**src/fcsm_pkg.sv**
```systemverilog
// Package for the flash command host controller.
// Assumes a 100 MHz system clock and a 16-bit asynchronous NOR flash.
package fcsm_pkg;
  localparam int CLK_NS = 10;
  // Avalon register offsets (byte addresses)
  localparam logic [3:0] REG_CTRL = 4'h0;
  localparam logic [3:0] REG_ADDR = 4'h4;
  localparam logic [3:0] REG_DATA = 4'h8;
  localparam logic [3:0] REG_STAT = 4'hc;
  // Control register fields
  localparam int CTRL_GO = 0;
  localparam int CTRL_OP_LSB = 4;
  localparam int CTRL_OP_W = 3;
  // Status register fields
  localparam int STAT_BUSY = 0;
  localparam int STAT_FAIL = 1;
  localparam int STAT_RDY = 2;
  localparam int STAT_WIN = 3;
  // Flash unlock and command codes
  localparam logic [21:0] ADDR_UNL1 = 22'h000555;
  localparam logic [21:0] ADDR_UNL2 = 22'h0002aa;
  localparam logic [15:0] DAT_UNL1 = 16'h00aa;
  localparam logic [15:0] DAT_UNL2 = 16'h0055;
  localparam logic [15:0] CMD_RESET = 16'h00f0;
  localparam logic [15:0] CMD_ID = 16'h0090;
  localparam logic [15:0] CMD_PROG = 16'h00a0;
  localparam logic [15:0] CMD_ERSETUP = 16'h0080;
  localparam logic [15:0] CMD_CHIP = 16'h0010;
  localparam logic [15:0] CMD_SECT = 16'h0030;
  localparam logic [15:0] CMD_SUSP = 16'h00b0;
  localparam logic [15:0] CMD_RESUME = 16'h0030;
  // Status bit positions on the flash data bus, and the sector address LSB
  localparam int POLL_BIT = 7;
  localparam int TOGGLE_BIT = 6;
  localparam int FAIL_BIT = 5;
  localparam int WIN_BIT = 3;
  localparam int SECT_LSB = 16;
  // Bus timing
  localparam int T_STROBE_NS = 50;
  localparam int T_ACC_NS = 90;
  localparam int T_SECTWIN_US = 50;
  localparam int T_SUSP_US = 20;
  localparam logic [7:0] STROBE_CYC = 8'((T_STROBE_NS + CLK_NS - 1) / CLK_NS);
  localparam logic [7:0] ACC_CYC = 8'((T_ACC_NS + CLK_NS - 1) / CLK_NS);
  localparam int SUSP_CYC = (T_SUSP_US * 1000) / CLK_NS;
  localparam int SECTWIN_CYC = (T_SECTWIN_US * 1000) / CLK_NS;
  typedef enum logic [2:0]
  {
    OP_READ = 3'b000,
    OP_RESET = 3'b001,
    OP_PROG = 3'b010,
    OP_CHIP = 3'b011,
    OP_SECT = 3'b100,
    OP_SUSP = 3'b101,
    OP_RESUME = 3'b110,
    OP_ID = 3'b111
  } fcsm_op_t;
endpackage

```
**src/fcsm_cycle.sv**
```systemverilog
// One asynchronous flash bus cycle, write or read, timed in clk_sys counts.
// Assumes the flash is the only load on the strobes and data bus.
`timescale 1ns/100ps
module fcsm_cycle
  import fcsm_pkg::*;
(
  input wire logic clk_sys,
  input wire logic srst,
  input wire logic start,
  input wire logic isWrite,
  input wire logic [21:0] addrIn,
  input wire logic [15:0] dataIn,
  output logic done,
  output logic [15:0] rdData,
  output logic [21:0] flashAddr,
  output logic chipSelN,
  output logic writeStrobeN,
  output logic outEnN,
  input wire logic [15:0] flashDqIn,
  output logic [15:0] flashDqOut,
  output logic flashDqOe
);
  typedef enum logic [1:0]
  {
    CY_IDLE = 2'b00,
    CY_ACT = 2'b01,
    CY_HOLD = 2'b10
  } fcsm_cy_t;
  fcsm_cy_t state;
  logic [7:0] cnt;
  logic wr;

  always_ff @(posedge clk_sys)
  begin
    if (srst)
    begin
      state <= CY_IDLE;
      cnt <= 8'h00;
      done <= 1'b0;
      wr <= 1'b0;
      chipSelN <= 1'b1;
      writeStrobeN <= 1'b1;
      outEnN <= 1'b1;
      flashDqOe <= 1'b0;
      flashAddr <= 22'h000000;
      flashDqOut <= 16'h0000;
      rdData <= 16'h0000;
    end
    else
    begin
      done <= 1'b0;
      unique case (state)
        CY_IDLE:
        begin
          if (start)
          begin
            // Address set on the same edge the strobes fall; data held past the rise
            flashAddr <= addrIn;
            flashDqOut <= dataIn;
            flashDqOe <= isWrite;
            wr <= isWrite;
            chipSelN <= 1'b0;
            writeStrobeN <= ~isWrite;
            outEnN <= isWrite;
            cnt <= isWrite ? STROBE_CYC : ACC_CYC;
            state <= CY_ACT;
          end
        end
        CY_ACT:
        begin
          if (cnt != 8'h00)
            cnt <= cnt - 8'h01;
          else
          begin
            if (!wr)
              rdData <= flashDqIn;
            writeStrobeN <= 1'b1;
            chipSelN <= 1'b1;
            outEnN <= 1'b1;
            state <= CY_HOLD;
          end
        end
        CY_HOLD:
        begin
          flashDqOe <= 1'b0;
          done <= 1'b1;
          state <= CY_IDLE;
        end
        default:
          state <= CY_IDLE;
      endcase
    end
  end
endmodule

```
**src/fcsm_host.sv**
```systemverilog
// What this block does
// - After identifier mode or a fail flag, only reset returns to read array.
// - Word program is two unlocks, program set-up, then address and data.
// - Erase is six writes: unlocks, 80H, unlocks, then 10H or 30H plus sector.
// - Further sector loads start within 50us of previous strobe rise; this block loads only one sector per command.
//
// Host controller for a parallel NOR flash; Avalon-MM slave with waitrequest.
// Assumes the flash pins are joined directly; inputs synchronous to clk_sys.
//
// Added by the designer: the Avalon-MM slave port and the placing of the registers.
`timescale 1ns/100ps
module fcsm_host
  import fcsm_pkg::*;
(
  input wire logic clk_sys,
  input wire logic srst,
  input wire logic [3:0] avsAddress,
  input wire logic avsRead,
  input wire logic avsWrite,
  input wire logic [31:0] avsWritedata,
  output logic [31:0] avsReaddata,
  output logic avsWaitrequest,
  output logic [21:0] flashAddr,
  output logic chipSelN,
  output logic writeStrobeN,
  output logic outEnN,
  output logic flashResetN,
  input wire logic readyBusyN,
  input wire logic [15:0] flashDqIn,
  output logic [15:0] flashDqOut,
  output logic flashDqOe
);
  typedef enum logic [2:0]
  {
    ST_IDLE = 3'b000,
    ST_ISSUE = 3'b001,
    ST_WAIT = 3'b010,
    ST_POLL1 = 3'b011,
    ST_POLL2 = 3'b100,
    ST_DONE = 3'b101
  } fcsm_st_t;
  fcsm_st_t state;
  fcsm_op_t op;
  logic [21:0] opAddr;
  logic [15:0] opData;
  logic [2:0] step;
  logic [2:0] nSteps;
  logic cycStart;
  logic cycWrite;
  logic [21:0] cycAddr;
  logic [15:0] cycData;
  logic cycDone;
  logic [15:0] cycRd;
  logic [15:0] lastRd;
  logic [15:0] readResult;
  logic busy;
  logic failFlag;
  logic winFlag;
  logic pollNeeded;
  logic rdReady;

  // Number of bus writes per command sequence
  function automatic logic [2:0] seq_len(input fcsm_op_t o);
    unique case (o)
      OP_PROG: seq_len = 3'd4;
      OP_CHIP: seq_len = 3'd6;
      OP_SECT: seq_len = 3'd6;
      OP_ID: seq_len = 3'd3;
      default: seq_len = 3'd1;
    endcase
  endfunction

  // Address and data for step s of a sequence
  function automatic logic [37:0] seq_word(input fcsm_op_t o, input logic [2:0] s,
                                           input logic [21:0] a, input logic [15:0] d);
    logic eraseOp;
    eraseOp = (o == OP_CHIP) || (o == OP_SECT);
    seq_word = {ADDR_UNL1, CMD_RESET};
    unique case (o)
      OP_RESET: seq_word = {ADDR_UNL1, CMD_RESET};
      OP_SUSP: seq_word = {ADDR_UNL1, CMD_SUSP};
      OP_RESUME: seq_word = {ADDR_UNL1, CMD_RESUME};
      OP_READ: seq_word = {a, 16'h0000};
      default:
      begin
        if (s == 3'd0 || (eraseOp && s == 3'd3))
          seq_word = {ADDR_UNL1, DAT_UNL1};
        else if (s == 3'd1 || (eraseOp && s == 3'd4))
          seq_word = {ADDR_UNL2, DAT_UNL2};
        else if (s == 3'd2)
          seq_word = {ADDR_UNL1, (o == OP_PROG) ? CMD_PROG :
                                 (o == OP_ID) ? CMD_ID : CMD_ERSETUP};
        else if (o == OP_PROG)
          seq_word = {a, d};
        else if (o == OP_CHIP)
          seq_word = {ADDR_UNL1, CMD_CHIP};
        else
          seq_word = {a[21:SECT_LSB], 16'h0000, CMD_SECT};
      end
    endcase
  endfunction

  assign pollNeeded = (op == OP_PROG) || (op == OP_CHIP) || (op == OP_SECT);

  // Reads wait one cycle for registered data; CTRL writes stall while busy
  always_comb
  begin
    avsWaitrequest = 1'b0;
    if (avsRead && !rdReady)
      avsWaitrequest = 1'b1;
    if (avsWrite && avsAddress == REG_CTRL && busy)
      avsWaitrequest = 1'b1;
  end

  always_ff @(posedge clk_sys)
  begin
    if (srst)
      rdReady <= 1'b0;
    else
      rdReady <= avsRead && !rdReady;
  end

  always_ff @(posedge clk_sys)
  begin
    if (srst)
      avsReaddata <= 32'h00000000;
    else if (avsRead && !rdReady)
    begin
      unique case (avsAddress)
        REG_CTRL: avsReaddata <= {25'h0000000, op, 3'b000, busy};
        REG_ADDR: avsReaddata <= {10'h000, opAddr};
        REG_DATA: avsReaddata <= {16'h0000, readResult};
        REG_STAT: avsReaddata <= {28'h0000000, winFlag, readyBusyN, failFlag, busy};
        default: avsReaddata <= 32'h00000000;
      endcase
    end
  end

  always_ff @(posedge clk_sys)
  begin
    if (srst)
    begin
      opAddr <= 22'h000000;
      opData <= 16'h0000;
    end
    else if (avsWrite && !avsWaitrequest)
    begin
      if (avsAddress == REG_ADDR)
        opAddr <= avsWritedata[21:0];
      if (avsAddress == REG_DATA)
        opData <= avsWritedata[15:0];
    end
  end

  // Sequencer
  always_ff @(posedge clk_sys)
  begin
    if (srst)
    begin
      state <= ST_IDLE;
      op <= OP_READ;
      step <= 3'd0;
      nSteps <= 3'd1;
      busy <= 1'b0;
      cycStart <= 1'b0;
      cycWrite <= 1'b0;
      cycAddr <= 22'h000000;
      cycData <= 16'h0000;
      lastRd <= 16'h0000;
      readResult <= 16'h0000;
      failFlag <= 1'b0;
      winFlag <= 1'b0;
    end
    else
    begin
      cycStart <= 1'b0;
      unique case (state)
        ST_IDLE:
        begin
          if (avsWrite && avsAddress == REG_CTRL && avsWritedata[CTRL_GO])
          begin
            op <= fcsm_op_t'(avsWritedata[CTRL_OP_LSB +: CTRL_OP_W]);
            nSteps <= seq_len(fcsm_op_t'(avsWritedata[CTRL_OP_LSB +: CTRL_OP_W]));
            step <= 3'd0;
            busy <= 1'b1;
            failFlag <= 1'b0;
            state <= ST_ISSUE;
          end
        end
        ST_ISSUE:
        begin
          {cycAddr, cycData} <= seq_word(op, step, opAddr, opData);
          cycWrite <= (op != OP_READ);
          cycStart <= 1'b1;
          state <= ST_WAIT;
        end
        ST_WAIT:
        begin
          if (cycDone)
          begin
            if (op == OP_READ)
            begin
              // In suspend, a read of the erasing sector returns status
              readResult <= cycRd;
              state <= ST_DONE;
            end
            else if (step + 3'd1 < nSteps)
            begin
              step <= step + 3'd1;
              state <= ST_ISSUE;
            end
            else if (pollNeeded)
            begin
              cycAddr <= (op == OP_SECT) ? opAddr : cycAddr;
              cycWrite <= 1'b0;
              cycStart <= 1'b1;
              state <= ST_POLL1;
            end
            else
              state <= ST_DONE;
          end
        end
        ST_POLL1:
        begin
          if (cycDone)
          begin
            lastRd <= cycRd;
            cycStart <= 1'b1;
            state <= ST_POLL2;
          end
        end
        ST_POLL2:
        begin
          if (cycDone)
          begin
            winFlag <= cycRd[WIN_BIT];
            lastRd <= cycRd;
            // Finished when toggle stops across two reads
            if (cycRd[TOGGLE_BIT] == lastRd[TOGGLE_BIT])
            begin
              readResult <= cycRd;
              state <= ST_DONE;
            end
            // Fail only when both toggling reads carry the fail bit
            else if (cycRd[FAIL_BIT] && lastRd[FAIL_BIT])
            begin
              failFlag <= 1'b1;
              readResult <= cycRd;
              state <= ST_DONE;
            end
            else
              cycStart <= 1'b1;
          end
        end
        ST_DONE:
        begin
          busy <= 1'b0;
          winFlag <= 1'b0;
          state <= ST_IDLE;
        end
        default:
          state <= ST_IDLE;
      endcase
    end
  end

  assign flashResetN = ~srst;

  fcsm_cycle u_cycle
  (
    .clk_sys(clk_sys),
    .srst(srst),
    .start(cycStart),
    .isWrite(cycWrite),
    .addrIn(cycAddr),
    .dataIn(cycData),
    .done(cycDone),
    .rdData(cycRd),
    .flashAddr(flashAddr),
    .chipSelN(chipSelN),
    .writeStrobeN(writeStrobeN),
    .outEnN(outEnN),
    .flashDqIn(flashDqIn),
    .flashDqOut(flashDqOut),
    .flashDqOe(flashDqOe)
  );
endmodule

```
**config.mk**
```make
export PLATFORM = sky130hd
export DESIGN_NAME = fcsm_host
export DESIGN_NICKNAME = d
export VERILOG_FILES = /design/src/fcsm_pkg.sv /design/src/fcsm_cycle.sv /design/src/fcsm_host.sv
export SDC_FILE = /design/constraint.sdc
export NUM_CORES = 1
export LEC_CHECK = 0
export BUFFER_PORTS_ARGS = -buffer_cell sky130_fd_sc_hd__buf_2
export CAP_MARGIN = 20
export CORE_ASPECT_RATIO = 1.5
export CORE_MARGIN = 3
export CORE_UTILIZATION = 50
export CTS_BUF_LIST = sky130_fd_sc_hd__clkbuf_16
export CTS_CLUSTER_DIAMETER = 80
export DETAILED_ROUTE_END_ITERATION = 12
export GPL_TIMING_DRIVEN = 0
export PLACE_DENSITY = 0.83
export SLEW_MARGIN = 20
export SYNTH_ARGS = -nofsm -noshare
export SYNTH_HDL_FRONTEND = slang
export SYNTH_SLANG_ARGS = --single-unit
```
**constraint.sdc**
```tcl
create_clock -name clk_sys -period 4.05 [get_ports clk_sys]
set_clock_uncertainty 0.2 [all_clocks]
set_input_delay 0 -clock clk_sys [delete_from_list [all_inputs] [get_ports clk_sys]]
set_output_delay 0 -clock clk_sys [all_outputs]
set_load 0.02 [all_outputs]
```
# Yosys cells after proc, flatten, opt, wreduce, memory -nomap -nowiden

Index checks and enable logic that the tools add are counted.

Bits in registers: 219
Output and inout bits: 76
Word-level logic and storage cells: 205

Equality and inequality tests: 42
Reduce and logical (&&, ||, !) cells: 50
Add/subtract/negate cells: 2
Bitwise logic cells: 4
Magnitude comparators: 1
Mux-type cells: 78

Operators by type and width:

| operator                                             | count |
|---|---|
| two-way mux 38 bit                                   | 5 |
| case mux 38 bit (4 select lines)                     | 1 |
| two-way mux 22 bit                                   | 5 |
| case mux 22 bit (4 select lines)                     | 1 |
| two-way mux 16 bit                                   | 5 |
| case mux 22 bit (2 select lines)                     | 1 |
| two-way mux 3 bit                                    | 13 |
| case mux 16 bit (2 select lines)                     | 1 |
| equality test 3 bit (second input constant)          | 9 |
| two-way mux 1 bit                                    | 25 |
| AND reduction 5 bit                                  | 5 |
| equality test 3 x 2 -> 1 bit (second input constant) | 8 |
| != test 2 bit (second input constant)                | 11 |
| AND reduction 2 bit                                  | 9 |
| two-way mux 8 bit                                    | 2 |
| case mux 1 bit (2 select lines)                      | 8 |
| case mux 8 bit (2 select lines)                      | 1 |
| nonzero test 2 bit                                   | 8 |
| case mux 3 bit (5 select lines)                      | 1 |
| equality test 3 x 1 -> 1 bit (second input constant) | 3 |
| zero test 3 bit                                      | 3 |
| case mux 3 bit (3 select lines)                      | 1 |
| AND reduction 3 bit                                  | 3 |
| equality test 4 bit (second input constant)          | 2 |
| other kinds (26)                                     | 46 |

# Longest topological paths before layout

Gate-level depths: netlist of the first run.

Word-level depth: 8
Gate-level depth with buffers: 11
Gate-level depth less buffers: 9

# Hierarchy

From an unflattened synthesis of the first run, not the netlist that was laid out.

Cells, all modules: 1010
Area, all modules: 8493.1 µm²

By module, submodules not included:

| module     | area each (µm²) | seq. area each (µm²) | times used | cells each |
|---|---|---|---|---|
| fcsm_host  | 5819.3          | 2682.6               | 1          | 698 |
| fcsm_cycle | 2673.8          | 1401.3               | 1          | 312 |

# Worst setup path after synthesis of the first run

No wires, ideal clock.

Path kind: register to register
From: register step[0]
To: register cycAddr[14]
Arrival time: 2.103 ns
Clock period less this slack: 2.420 ns
Cell stages (with the launch flop): 12
Setup slack: 1.630 ns
Required time: 3.733 ns
Setup time: 0.117 ns
Cells stage by stage: dfxtp_1 -> ha_1 -> ha_1 -> inv_1 -> ha_1 -> a21oi_1 -> o211ai_1 -> and2_1 -> buf_2 -> buf_2 -> a32oi_1 -> nand2_1

Word-level cells in the longest chain between the ends: 7
Elaborated cells on any way between the ends: 18

Ends and longest elaborated chain:

| what                                                         | line             | RTL |
|---|---|---|
| from (decl)                                                  | fcsm_host.sv:46  | `logic [2:0] step;` |
| from (signal assigned)                                       | fcsm_host.sv:209 | `step <= step + 3'd1;` |
| branches (longest 7 deep; another with adder 3 x 1 -> 3 bit) | --               |  |
| to (signal assigned)                                         | fcsm_host.sv:192 | `{cycAddr, cycData} <= seq_word(op, step, opAddr, opData);` |
| to (signal assigned)                                         | fcsm_host.sv:214 | `cycAddr <= (op == OP_SECT) ? opAddr : cycAddr;` |
| to (decl)                                                    | fcsm_host.sv:50  | `logic [21:0] cycAddr;` |

Several ways; the timed one is not identified.
A chain may end at the register's enable or synchronous reset.

# Worst setup path after layout of the first run

From: register rdReady
To: register opData[3]

Word-level cells in the longest chain between the ends: 7

Ends and longest elaborated chain:

| what                                 | line             | RTL |
|---|---|---|
| from (decl)                          | fcsm_host.sv:60  | `logic rdReady;` |
| from (signal assigned)               | fcsm_host.sv:120 | `rdReady <= avsRead && !rdReady;` |
| zero test 1 bit                      | fcsm_host.sv:109 | `if (avsRead && !rdReady)` |
| logical AND 1 bit                    | fcsm_host.sv:109 |  |
| two-way mux 1 bit                    | fcsm_host.sv:109 |  |
| two-way mux 1 bit                    | fcsm_host.sv:111 | `if (avsWrite && avsAddress == REG_CTRL && busy)` |
| zero test 1 bit                      | fcsm_host.sv:146 | `else if (avsWrite && !avsWaitrequest)` |
| logical AND 1 bit                    | fcsm_host.sv:146 |  |
| AND reduction 2 bit (no source line) | --               |  |
| to (signal assigned)                 | fcsm_host.sv:151 | `opData <= avsWritedata[15:0];` |
| to (decl)                            | fcsm_host.sv:45  | `logic [15:0] opData;` |

No other way between the ends.

==> results of run 1 <==
-- layer usage --
layer / up-vias / GRT usage (%) / routed length (µm)
met3: 105 / 4.62 / 1860
met5: - / 0 / 0
met1: 3737 / 29.4 / 9500
li1: 3912 / - / -
met4: 0 / 15.7 / 1580
met2: 377 / 49.1 / 12800
-- power breakdown --
group | switching (mW) | leakage [nW] | internal (mW)
Combinational | 0.149 | 2.15 | 0.0917
Sequential | 0.0114 | 1.65 | 2.02
Clock | 0.783 | 0.296 | 0.934
-- kinds of logic (layout without fill, tap and decap cells) --
kind of cell,Yosys count,count (layout),share of synthesized area (%)
simple gates,435,435,23.2
compound gates,258,258,18.6
flops,204,204,48.5
buf+inv,86,284,4.44
mux,29,29,3.51
fa+ha+maj,8,8,1.19
xor+xnor,6,6,0.624
other cells,1,10,0.0445
-- critical path, stage by stage (launching register included) --
cell,delay [ns]
dfxtp_1,0.33
nand2b_1,0.11
clkbuf_1,0.32
nand3_1,0.12
dlygate4sd3_1,0.59
nor2_1,0.38
nand2_1,0.11
a21oi_1,0.14
dlygate4sd3_1,0.56
-- final cells by class --
| cell class | instances | area, µm² | area share (%) |
|---|---|---|---|
| timing repair buffer | 164 | 1080 | 10.4 |
| inverter | 13 | 48.8 | 0.470 |
| multi-input combinational | 746 | 4010 | 38.5 |
| clock inverter | 15 | 113 | 1.08 |
| tap | 206 | 258 | 2.48 |
| clock buffer | 19 | 475 | 4.58 |
| buffer | 73 | 325 | 3.13 |
| sequential | 204 | 4080 | 39.3 |
-- state kept, by name (all words and copies together) (netlist names), 8 cells and up --
name,count
u_cycle.cnt,8
u_cycle.rdData,16
opAddr,22
u_cycle.flashDqOut,16
cycAddr,22
cycData,16
u_cycle.flashAddr,22
readResult,16
opData,16
avsReaddata,22
-- worst min path at each step --
| stage | endpoint | slack (ns) | cells after the start |
|---|---|---|---|
| global route | u_cycle.rdData[3]$_SDFFE_PP0P_ | 0.1 | 4 |
| finish | u_cycle.rdData[4]$_SDFFE_PP0P_ | 0.1 | 4 |
| CTS | u_cycle.rdData[11]$_SDFFE_PP0P_ | 0.08 | 4 |
| floorplan | opData[5]$_SDFFE_PP0P_ | -0.06 | 2 |
| detailed placement | u_cycle.rdData[11]$_SDFFE_PP0P_ | 0.05 | 3 |
| global placement | u_cycle.rdData[4]$_SDFFE_PP0P_ | 0.04 | 3 |
-- layout by cell type, fill, tap and decap left out, drive strengths merged, types with 7 or more instances in the layout --
master / count
a21oi: 145
a221oi: 12
a22o: 12
a22oi: 7
and2: 9
buf: 135
clkbuf: 69
clkinv: 9
conb: 10
dfxtp: 204
dlygate4sd3: 52
ha: 8
inv: 17
mux2i: 25
nand2: 237
nand2b: 13
nand3: 15
nand4: 12
nor2: 78
nor2b: 17
nor3: 25
o21ai: 33
or2: 7
-- cell usage after synthesis (5+ instances only) --
cell type and number:
or2_2 7, a211oi_1 5, nor3_1 24, nand2_1 237
clkbuf_1 50, a21oi_1 145, dfxtp_1 204, inv_1 13
a22o_1 12, xor2_1 5, mux2i_1 25, nand4_1 12
o21ai_0 32, a32oi_1 6, buf_2 8, ha_1 8
a22oi_1 7, a221oi_1 11, buf_4 11, and2_1 8
nand2b_1 13, nor2b_1 17, nand3_1 15, nor2_1 78
-- repair_timing --
action	in CTS	in global routing
hold buffers	52	0
endpoints found under the hold margin	84	0
setup endpoints to repair	0	0
==> flow_summary.toml, run 1 <==
[run_status]
status = "finished, final reports clean"

[route]
route.detailed.vias_per_inst = 5.65
first_pass_iters = 5
via_count = 8131
dr.first_iter.drc_count = 617
wirelength_um = 25700
wl_per_cell_um = 17.9
drc = 0
antenna_left = 0

[worst_setup_path]
critical_path_class = "reg -> reg"
worstPathArrival_ns = 3.15
required_ns = 4.29
start_kind = "register"
r2r_start = "rdReady$_SDFF_PP0_"
end_kind = "register"
crit_start = "rdReady$_SDFF_PP0_"
crit-reg2reg-capture = "opData[3]$_SDFFE_PP0P_"
worstPathMaxFanout = 10
reg2reg_slack_ns = 1.14
ff2ff_path_depth = 8
cp-endpoint = "opData[3]$_SDFFE_PP0P_"

[timing]
fin_ws_ns = 1.14
rsz0062_at_grt = "no"
period_share_pct = 71.9
setup_tns_ns = 0
fin_hold_ws_ns = 0.0984
setup_viol = 0
hold_viol_final = 0
fmax_mhz = 343
tightest_slew_ns = 1.09
maxSlewHeadroom_pct = 26.4
drv_slew = 0
fin_crit_ns = 2.91

[pwr]
p_leak_nw = 4.09
max-vdd-ir-drop_v = 0.000310
power_density_nw_per_um2 = 384
finalPower_mw = 3.99

[cells_and_area]
utilization_pct = 63.6
post-route-cell-area_um2 = 10400
nFillCells = 1367
nets = 1286
drive_above_1_share_pct = 14.8
diodes = 0
area_growth_pct = 23.3
layout.cells.non_filler = 1440

[synthesis]
yosys_warnings = 0
synth_ff_type = "dfxtp_1"
netlist_instances = 1027
netlist.area_leader.share_pct = 48.5
yosys-top-cells-area = "dfxtp_1 48%, nand2_1 11%, a21oi_1 8.6%, nor2_1 3.5%, mux2i_1 3.0%"
avgSynthCellArea_um2 = 8.20
syn-cell-area_um2 = 8420
synth_top_area_cell = "dfxtp_1"
ys_async_sr_fraction_pct = 0
ys_seq_elements = 204
synth.distinct_cells = 60
yosysSeqAreaShare_pct = 48.5
synth-edff-count = 0

[clocking]
clk_latency_ns = 0.49
cts_resized = 0
cts_buffers = 19
cts_htree_levels = 1
clockBufferDepth = 3
clk_pin_slew_worst_paths_ns = 0.07
cts_tree = "yes"
cts.sinks = 204
cts_root_buf = "clkbuf_16"
post-cts-setup-buffers = 0

[grt]
grt_max_degree = 17
grt_pass1_wl_um = 40300
grt_pass1_vias = 8008
grt_overflow_total = 0
grt_antenna_before_repair = 0
grt_usage_pct = 27.0

[placed_design]
dp_slack_ns = 1.24
dp_hpwl_um = 18200
place_inst = 1354
gp_congestion = 0.957
port_buffers = 112
dpl_cell_area_um2 = 9280

[die]
initial_utilization_pct = 51.6
die_height_um = 165
std_cell_rows = 57
core-area_um2 = 16300
dieArea_um2 = 18500
io_pins = 133
die_w_um = 112

[job]
maxCapViolCount = 0

[hold_path]
hp-start = "flashDqIn[4]"
hp-class = "in -> reg"
No activity file was read; power rests on OpenSTA's default activity.
==> inputs of run 2 (changes only) <==
--- a/config.mk
+++ b/config.mk
@@ -14,7 +14,7 @@
 export CTS_CLUSTER_DIAMETER = 80
 export DETAILED_ROUTE_END_ITERATION = 12
 export GPL_TIMING_DRIVEN = 0
-export PLACE_DENSITY = 0.83
+export PLACE_DENSITY = 0.86
 export SLEW_MARGIN = 20
 export SYNTH_ARGS = -nofsm -noshare
 export SYNTH_HDL_FRONTEND = slang
==> constraint.sdc (replaced) <==
create_clock -name clk_sys -period 2.6 [get_ports clk_sys]
set_clock_uncertainty 0.2 [all_clocks]
set_input_delay 0 -clock clk_sys [delete_from_list [all_inputs] [get_ports clk_sys]]
set_output_delay 0 -clock clk_sys [all_outputs]
set_load 0.02 [all_outputs]
==> run 2 against run 1 <==
  * The run now ends with negative setup slack left
  * Maximum frequency rose by 12%
  * Sequential cell count stayed put
  * Power is 59% higher
  * Critical path depth rose by 4
  * Register-to-register slack lost 1.1 ns
  * Sequential power up 56%
  * Global-route usage increased by 0.36 points
  * Critical path type unchanged
  * Largest power group unchanged
==> flow_summary.toml, run 2 (synthesized netlist as in run 1, its figures left out) <==
[hold_path]
hold_path_end = "avsReaddata[5]$_SDFFE_PP0P_"
hp-start = "avsAddress[3]"
hold_depth = 5
hp-class = "in -> reg"

[placed_design]
dp_slack_ns = -0.193
port_buffers = 112
dp_hpwl_um = 18300
gp_congestion = 0.927
place_inst = 1354
dpl_cell_area_um2 = 9280

[route]
dr.first_iter.drc_count = 649
drc = 0
via_count = 8485
first_pass_iters = 5
wl_per_cell_um = 18.8
antenna_left = 0
wirelength_um = 27200
route.detailed.vias_per_inst = 5.86

[die]
die_w_um = 112
die_height_um = 165
io_pins = 133
core-area_um2 = 16300
initial_utilization_pct = 51.6
dieArea_um2 = 18500
std_cell_rows = 57

[worst_setup_path]
required_ns = 2.82
ff2ff_path_depth = 12
worstPathArrival_ns = 2.82
start_kind = "register"
crit-reg2reg-capture = "cycAddr[16]$_SDFFE_PP0P_"
r2r_start = "step[0]$_SDFFE_PP0P_"
reg2reg_slack_ns = -0.004
worstPathMaxFanout = 10
end_kind = "register"
critical_path_class = "reg -> reg"

[cells_and_area]
layout_common_cells = "237 x nand2_1, 201 x dfxtp_1, 142 x a21oi_1, 118 x buf_2, 76 x nor2_1"
post-route-cell-area_um2 = 10600
drive_above_1_share_pct = 17.5
nets = 1295
area_growth_pct = 25.8
nFillCells = 1268
diodes = 0
register_area_um2 = 4090
final_common_cell = "nand2_1"
layout.cells.non_filler = 1449
multiInputGateArea_um2 = 4100

[timing]
setup_viol = 1
fin_ws_ns = -0.00449
fmax_mhz = 384
tightest_slew_ns = 0.831
maxSlewHeadroom_pct = 44.2
period_share_pct = 100
drv_slew = 0
fin_crit_ns = 2.60
setup_tns_ns = -0.00449
hold_viol_final = 0

[clocking]
clockBufferDepth = 3
cts_htree_levels = 1
clk_latency_ns = 0.50
cts_tree = "yes"
cts_root_buf = "clkbuf_16"
cts_buffers = 19
cts.sinks = 204
clk_pin_slew_worst_paths_ns = 0.07

[run_status]
violations = "negative setup slack"
status = "finished with violations"

[pwr]
power_density_nw_per_um2 = 597
max-vdd-ir-drop_v = 0.000526
p_leak_nw = 4.17
finalPower_mw = 6.33

[grt]
grt_max_degree = 17
grt_usage_pct = 27.4
grt_pass1_vias = 8236
grt_pass1_wl_um = 41000
grt_overflow_total = 0
grt_antenna_before_repair = 0

[job]
maxCapViolCount = 0
run 2: cell count changes in the layout (fill, tap and decap cells not counted), sizes merged:
cell / delta
buf: +12
bufinv: +1
clkinv: +2
dlygate4sd3: -3
inv: -3
run 2: metrics by stage:
step | util (%) | hold slack, ns
after floorplan | - | -0.0640
after global placement | 56.8 | 0.0447
after detailed placement | 56.8 | 0.0452
after CTS | 64.0 | 0.0169
after global routing | 64.9 | 0.106
final | 64.9 | 0.0872
run 2: power by group:
part	internal, mW	leakage, nW	switching [mW]
sequential	3.15	1.65	0.0176
combinational	0.143	2.22	0.234
clock	1.55	0.308	1.24
run 2: area by class of cell:
class	count	area share [%]
Clock inverter	15	1.23
Clock buffer	19	4.49
Timing Repair Buffer	173	10.8
Multi-Input combinational cell	746	38.7
Tap cell	206	2.43
Inverter	13	0.461
Sequential cell	204	38.6
Buffer	73	3.28
run 2: layer usage:
metal	vias up	wire [µm]	global-route usage (%)
li1	3944	-	-
met3	133	2000	4.07
met4	0	1710	16.8
met1	3903	9970	29.8
met5	-	0	0
met2	505	13500	49.8
run 2: worst max path at each step:
stage | start | to | slack (ns) | cells after the start
after floorplan | step[0]$_SDFFE_PP0P_ | cycAddr[14]$_SDFFE_PP0P_ | 0.18 | 11
after global placement | step[0]$_SDFFE_PP0P_ | cycData[13]$_SDFFE_PP0N_ | -0.16 | 7
after detailed placement | step[0]$_SDFFE_PP0P_ | cycData[14]$_SDFFE_PP0N_ | -0.19 | 7
after CTS | step[0]$_SDFFE_PP0P_ | cycAddr[12]$_SDFFE_PP0P_ | 0.00003 | 12
after global routing | step[0]$_SDFFE_PP0P_ | cycAddr[16]$_SDFFE_PP0P_ | -0.1 | 12
final | step[0]$_SDFFE_PP0P_ | cycAddr[16]$_SDFFE_PP0P_ | -0.004 | 12
run 2: worst max-delay path, stage by stage, from the launching register on:
cell,delay [ns]
dfxtp_4,0.36
ha_2,0.17
ha_1,0.28
inv_2,0.05
ha_4,0.28
nand2_1,0.10
o211ai_1,0.22
buf_4,0.17
and2_4,0.13
buf_6,0.12
buf_6,0.14
nand3_1,0.11
a21oi_2,0.19
run 2: timing repair:
action | 4_1_cts | 5_1_grt
hold endpoints to repair | 78 | 0
setup buffers | 6 | 6
pin swaps | 3 | 7
hold buffers | 49 | 0
resized for setup | 7 | 30
setup endpoints to repair | 36 | 53
==> inputs of run 3 (changes only) <==
--- a/config.mk
+++ b/config.mk
@@ -5,7 +5,7 @@
 export SDC_FILE = /design/constraint.sdc
 export NUM_CORES = 1
 export LEC_CHECK = 0
-export BUFFER_PORTS_ARGS = -buffer_cell sky130_fd_sc_hd__buf_2
+export BUFFER_PORTS_ARGS = -buffer_cell sky130_fd_sc_hd__buf_4
 export CAP_MARGIN = 20
 export CORE_ASPECT_RATIO = 1.5
 export CORE_MARGIN = 3
==> run 3 against run 2 <==
  * The flow now finishes without violations
  * Maximum frequency increased by 4.0%
  * Non-clock buffer count decreased by 3
  * Critical path depth decreased by 4
  * Global-route usage decreased by 0.41 points
  * Highest routed layer unchanged
  * Sequential power about the same
  * Count of clock-buffer cells in the layout unchanged
  * Via count decreased by 2.0%
  * Setup slack improved by 0.099 ns
==> flow_summary.toml, run 3 (synthesized netlist as in run 1, its figures left out) <==
[worst_setup_path]
critPathTopFamily = "simple AND/OR/NAND/NOR gates"
cpMaxStageDelayCell = "nor3b_4"
start_kind = "register"
worstPathArrival_ns = 2.74
cpPeakStageDelay_ns = 0.47
critical_path_class = "reg -> reg"
worstPathMaxFanout = 8
crit_buf_inv = 2
end_kind = "register"
required_ns = 2.83
path_cells = "inv_1 -> ha_1 -> nor2b_1 -> nor3_2 -> nor3b_4 -> nor4b_4 -> buf_4 -> a22o_1"

[route]
dr.first_iter.drc_count = 555
first_pass_iters = 5
wirelength_um = 26300
drc = 0
route.detailed.vias_per_inst = 5.76
antenna_left = 0
wl_per_cell_um = 18.2
via_count = 8315

[clocking]
clk_pin_slew_worst_paths_ns = 0.07
cts.sinks = 204
clk_latency_ns = 0.49
cts_tree = "yes"
cts_htree_levels = 1
cts_root_buf = "clkbuf_16"
clockBufferDepth = 3
cts_buffers = 19

[cells_and_area]
layout_common_cells = "236 x nand2_1, 202 x dfxtp_1, 140 x a21oi_1, 129 x buf_4, 76 x nor2_1"
area_growth_pct = 28.1
layout.cells.non_filler = 1443
drive_above_1_share_pct = 16.7
utilization_pct = 66.1
post-route-cell-area_um2 = 10800
final_common_cell = "nand2_1"
nets = 1292

[grt]
grt_antenna_before_repair = 0
grt_max_degree = 15
grt_usage_pct = 26.9
grt_pass1_vias = 8093
grt_pass1_wl_um = 40300
grt_overflow_total = 0

[die]
std_cell_rows = 57
core-area_um2 = 16300
initial_utilization_pct = 51.6
die_w_um = 112
die_height_um = 165
io_pins = 133
dieArea_um2 = 18500

[pwr]
power_density_nw_per_um2 = 560
max-vdd-ir-drop_v = 0.000487
p_leak_nw = 4.16
finalPower_mw = 6.05

[hold_path]
hp-class = "in -> reg"

[timing]
setup_viol = 0
setup_tns_ns = 0
fin_ws_ns = 0.0949
hold_viol_final = 0
fin_crit_ns = 2.51
period_share_pct = 96.4
tightest_slew_ns = 0.824
drv_slew = 0
fin_hold_ws_ns = 0.119
fmax_mhz = 399
maxSlewHeadroom_pct = 45.0

[run_status]
status = "finished, final reports clean"

[placed_design]
dp_hpwl_um = 18300
dpl_cell_area_um2 = 9560
port_buffers = 112
dp_slack_ns = -0.177
place_inst = 1354
gp_congestion = 0.998

[job]
maxCapViolCount = 0
## run 3: cell types whose count changed in the layout (fill, tap and decap cells not counted), moves of 5 or more
cell and delta:
inv_1 +5, buf_2 -110, buf_4 +107, clkinv_2 -8
## run 3: worst paths after layout
path,start,endpoint,slack (ns),cells after the start
hold reg to reg,cycData[0]$_SDFFE_PP0N_,cycData[0]$_SDFFE_PP0N_,0.25,2
hold / removal,flashDqIn[3],u_cycle.rdData[3]$_SDFFE_PP0P_,0.12,4
setup reg to reg,step[0]$_SDFFE_PP0P_,cycData[14]$_SDFFE_PP0N_,0.09,8
setup / recovery,step[0]$_SDFFE_PP0P_,cycData[14]$_SDFFE_PP0N_,0.09,8
## run 3: worst reg2reg max path: cells and delay by family, from the launching register on
kind	cells	cell delay, ns
simple gates	4	1.22
buf+inv	2	0.26
flops	1	0.37
compound gates	1	0.13
fa+ha+maj	1	0.26
## run 3: cell type report
type,instances,area [µm²]
clock inverters,11,52.6
flip-flops and latches,204,4090
well taps,206,258
inverters,13,48.8
fillers,1291,5540
clock buffers,19,475
repair buffers,170,1400
plain buffers,73,348
diodes,1,2.50
multi-input cells,746,4120
## run 3: repair_timing
action / 4_1_cts / 5_1_grt
gates resized for setup: 8 / 31
cloned: 0 / 1
setup endpoints to repair: 41 / 51
pin swaps: 3 / 9
setup buffers: 4 / 3
hold buffers: 50 / 0
hold endpoints to repair: 86 / 0
## run 3: power breakdown
group	total (mW)	leakage, nW	switching [mW]	internal (mW)
clock	2.48	0.276	1.16	1.32
combinational	0.405	2.24	0.235	0.170
sequential	3.16	1.65	0.0185	3.15
total	6.05	4.16	1.41	4.64
## run 3: layer usage
layer | global-route usage (%) | part of all wire [%] | wire length [µm]
met5 | 0 | 0 | 0
met1 | 29.1 | 37 | 9750
met4 | 15.4 | 5.3 | 1400
met2 | 50.3 | 51 | 13500
met3 | 3.37 | 6.1 | 1600
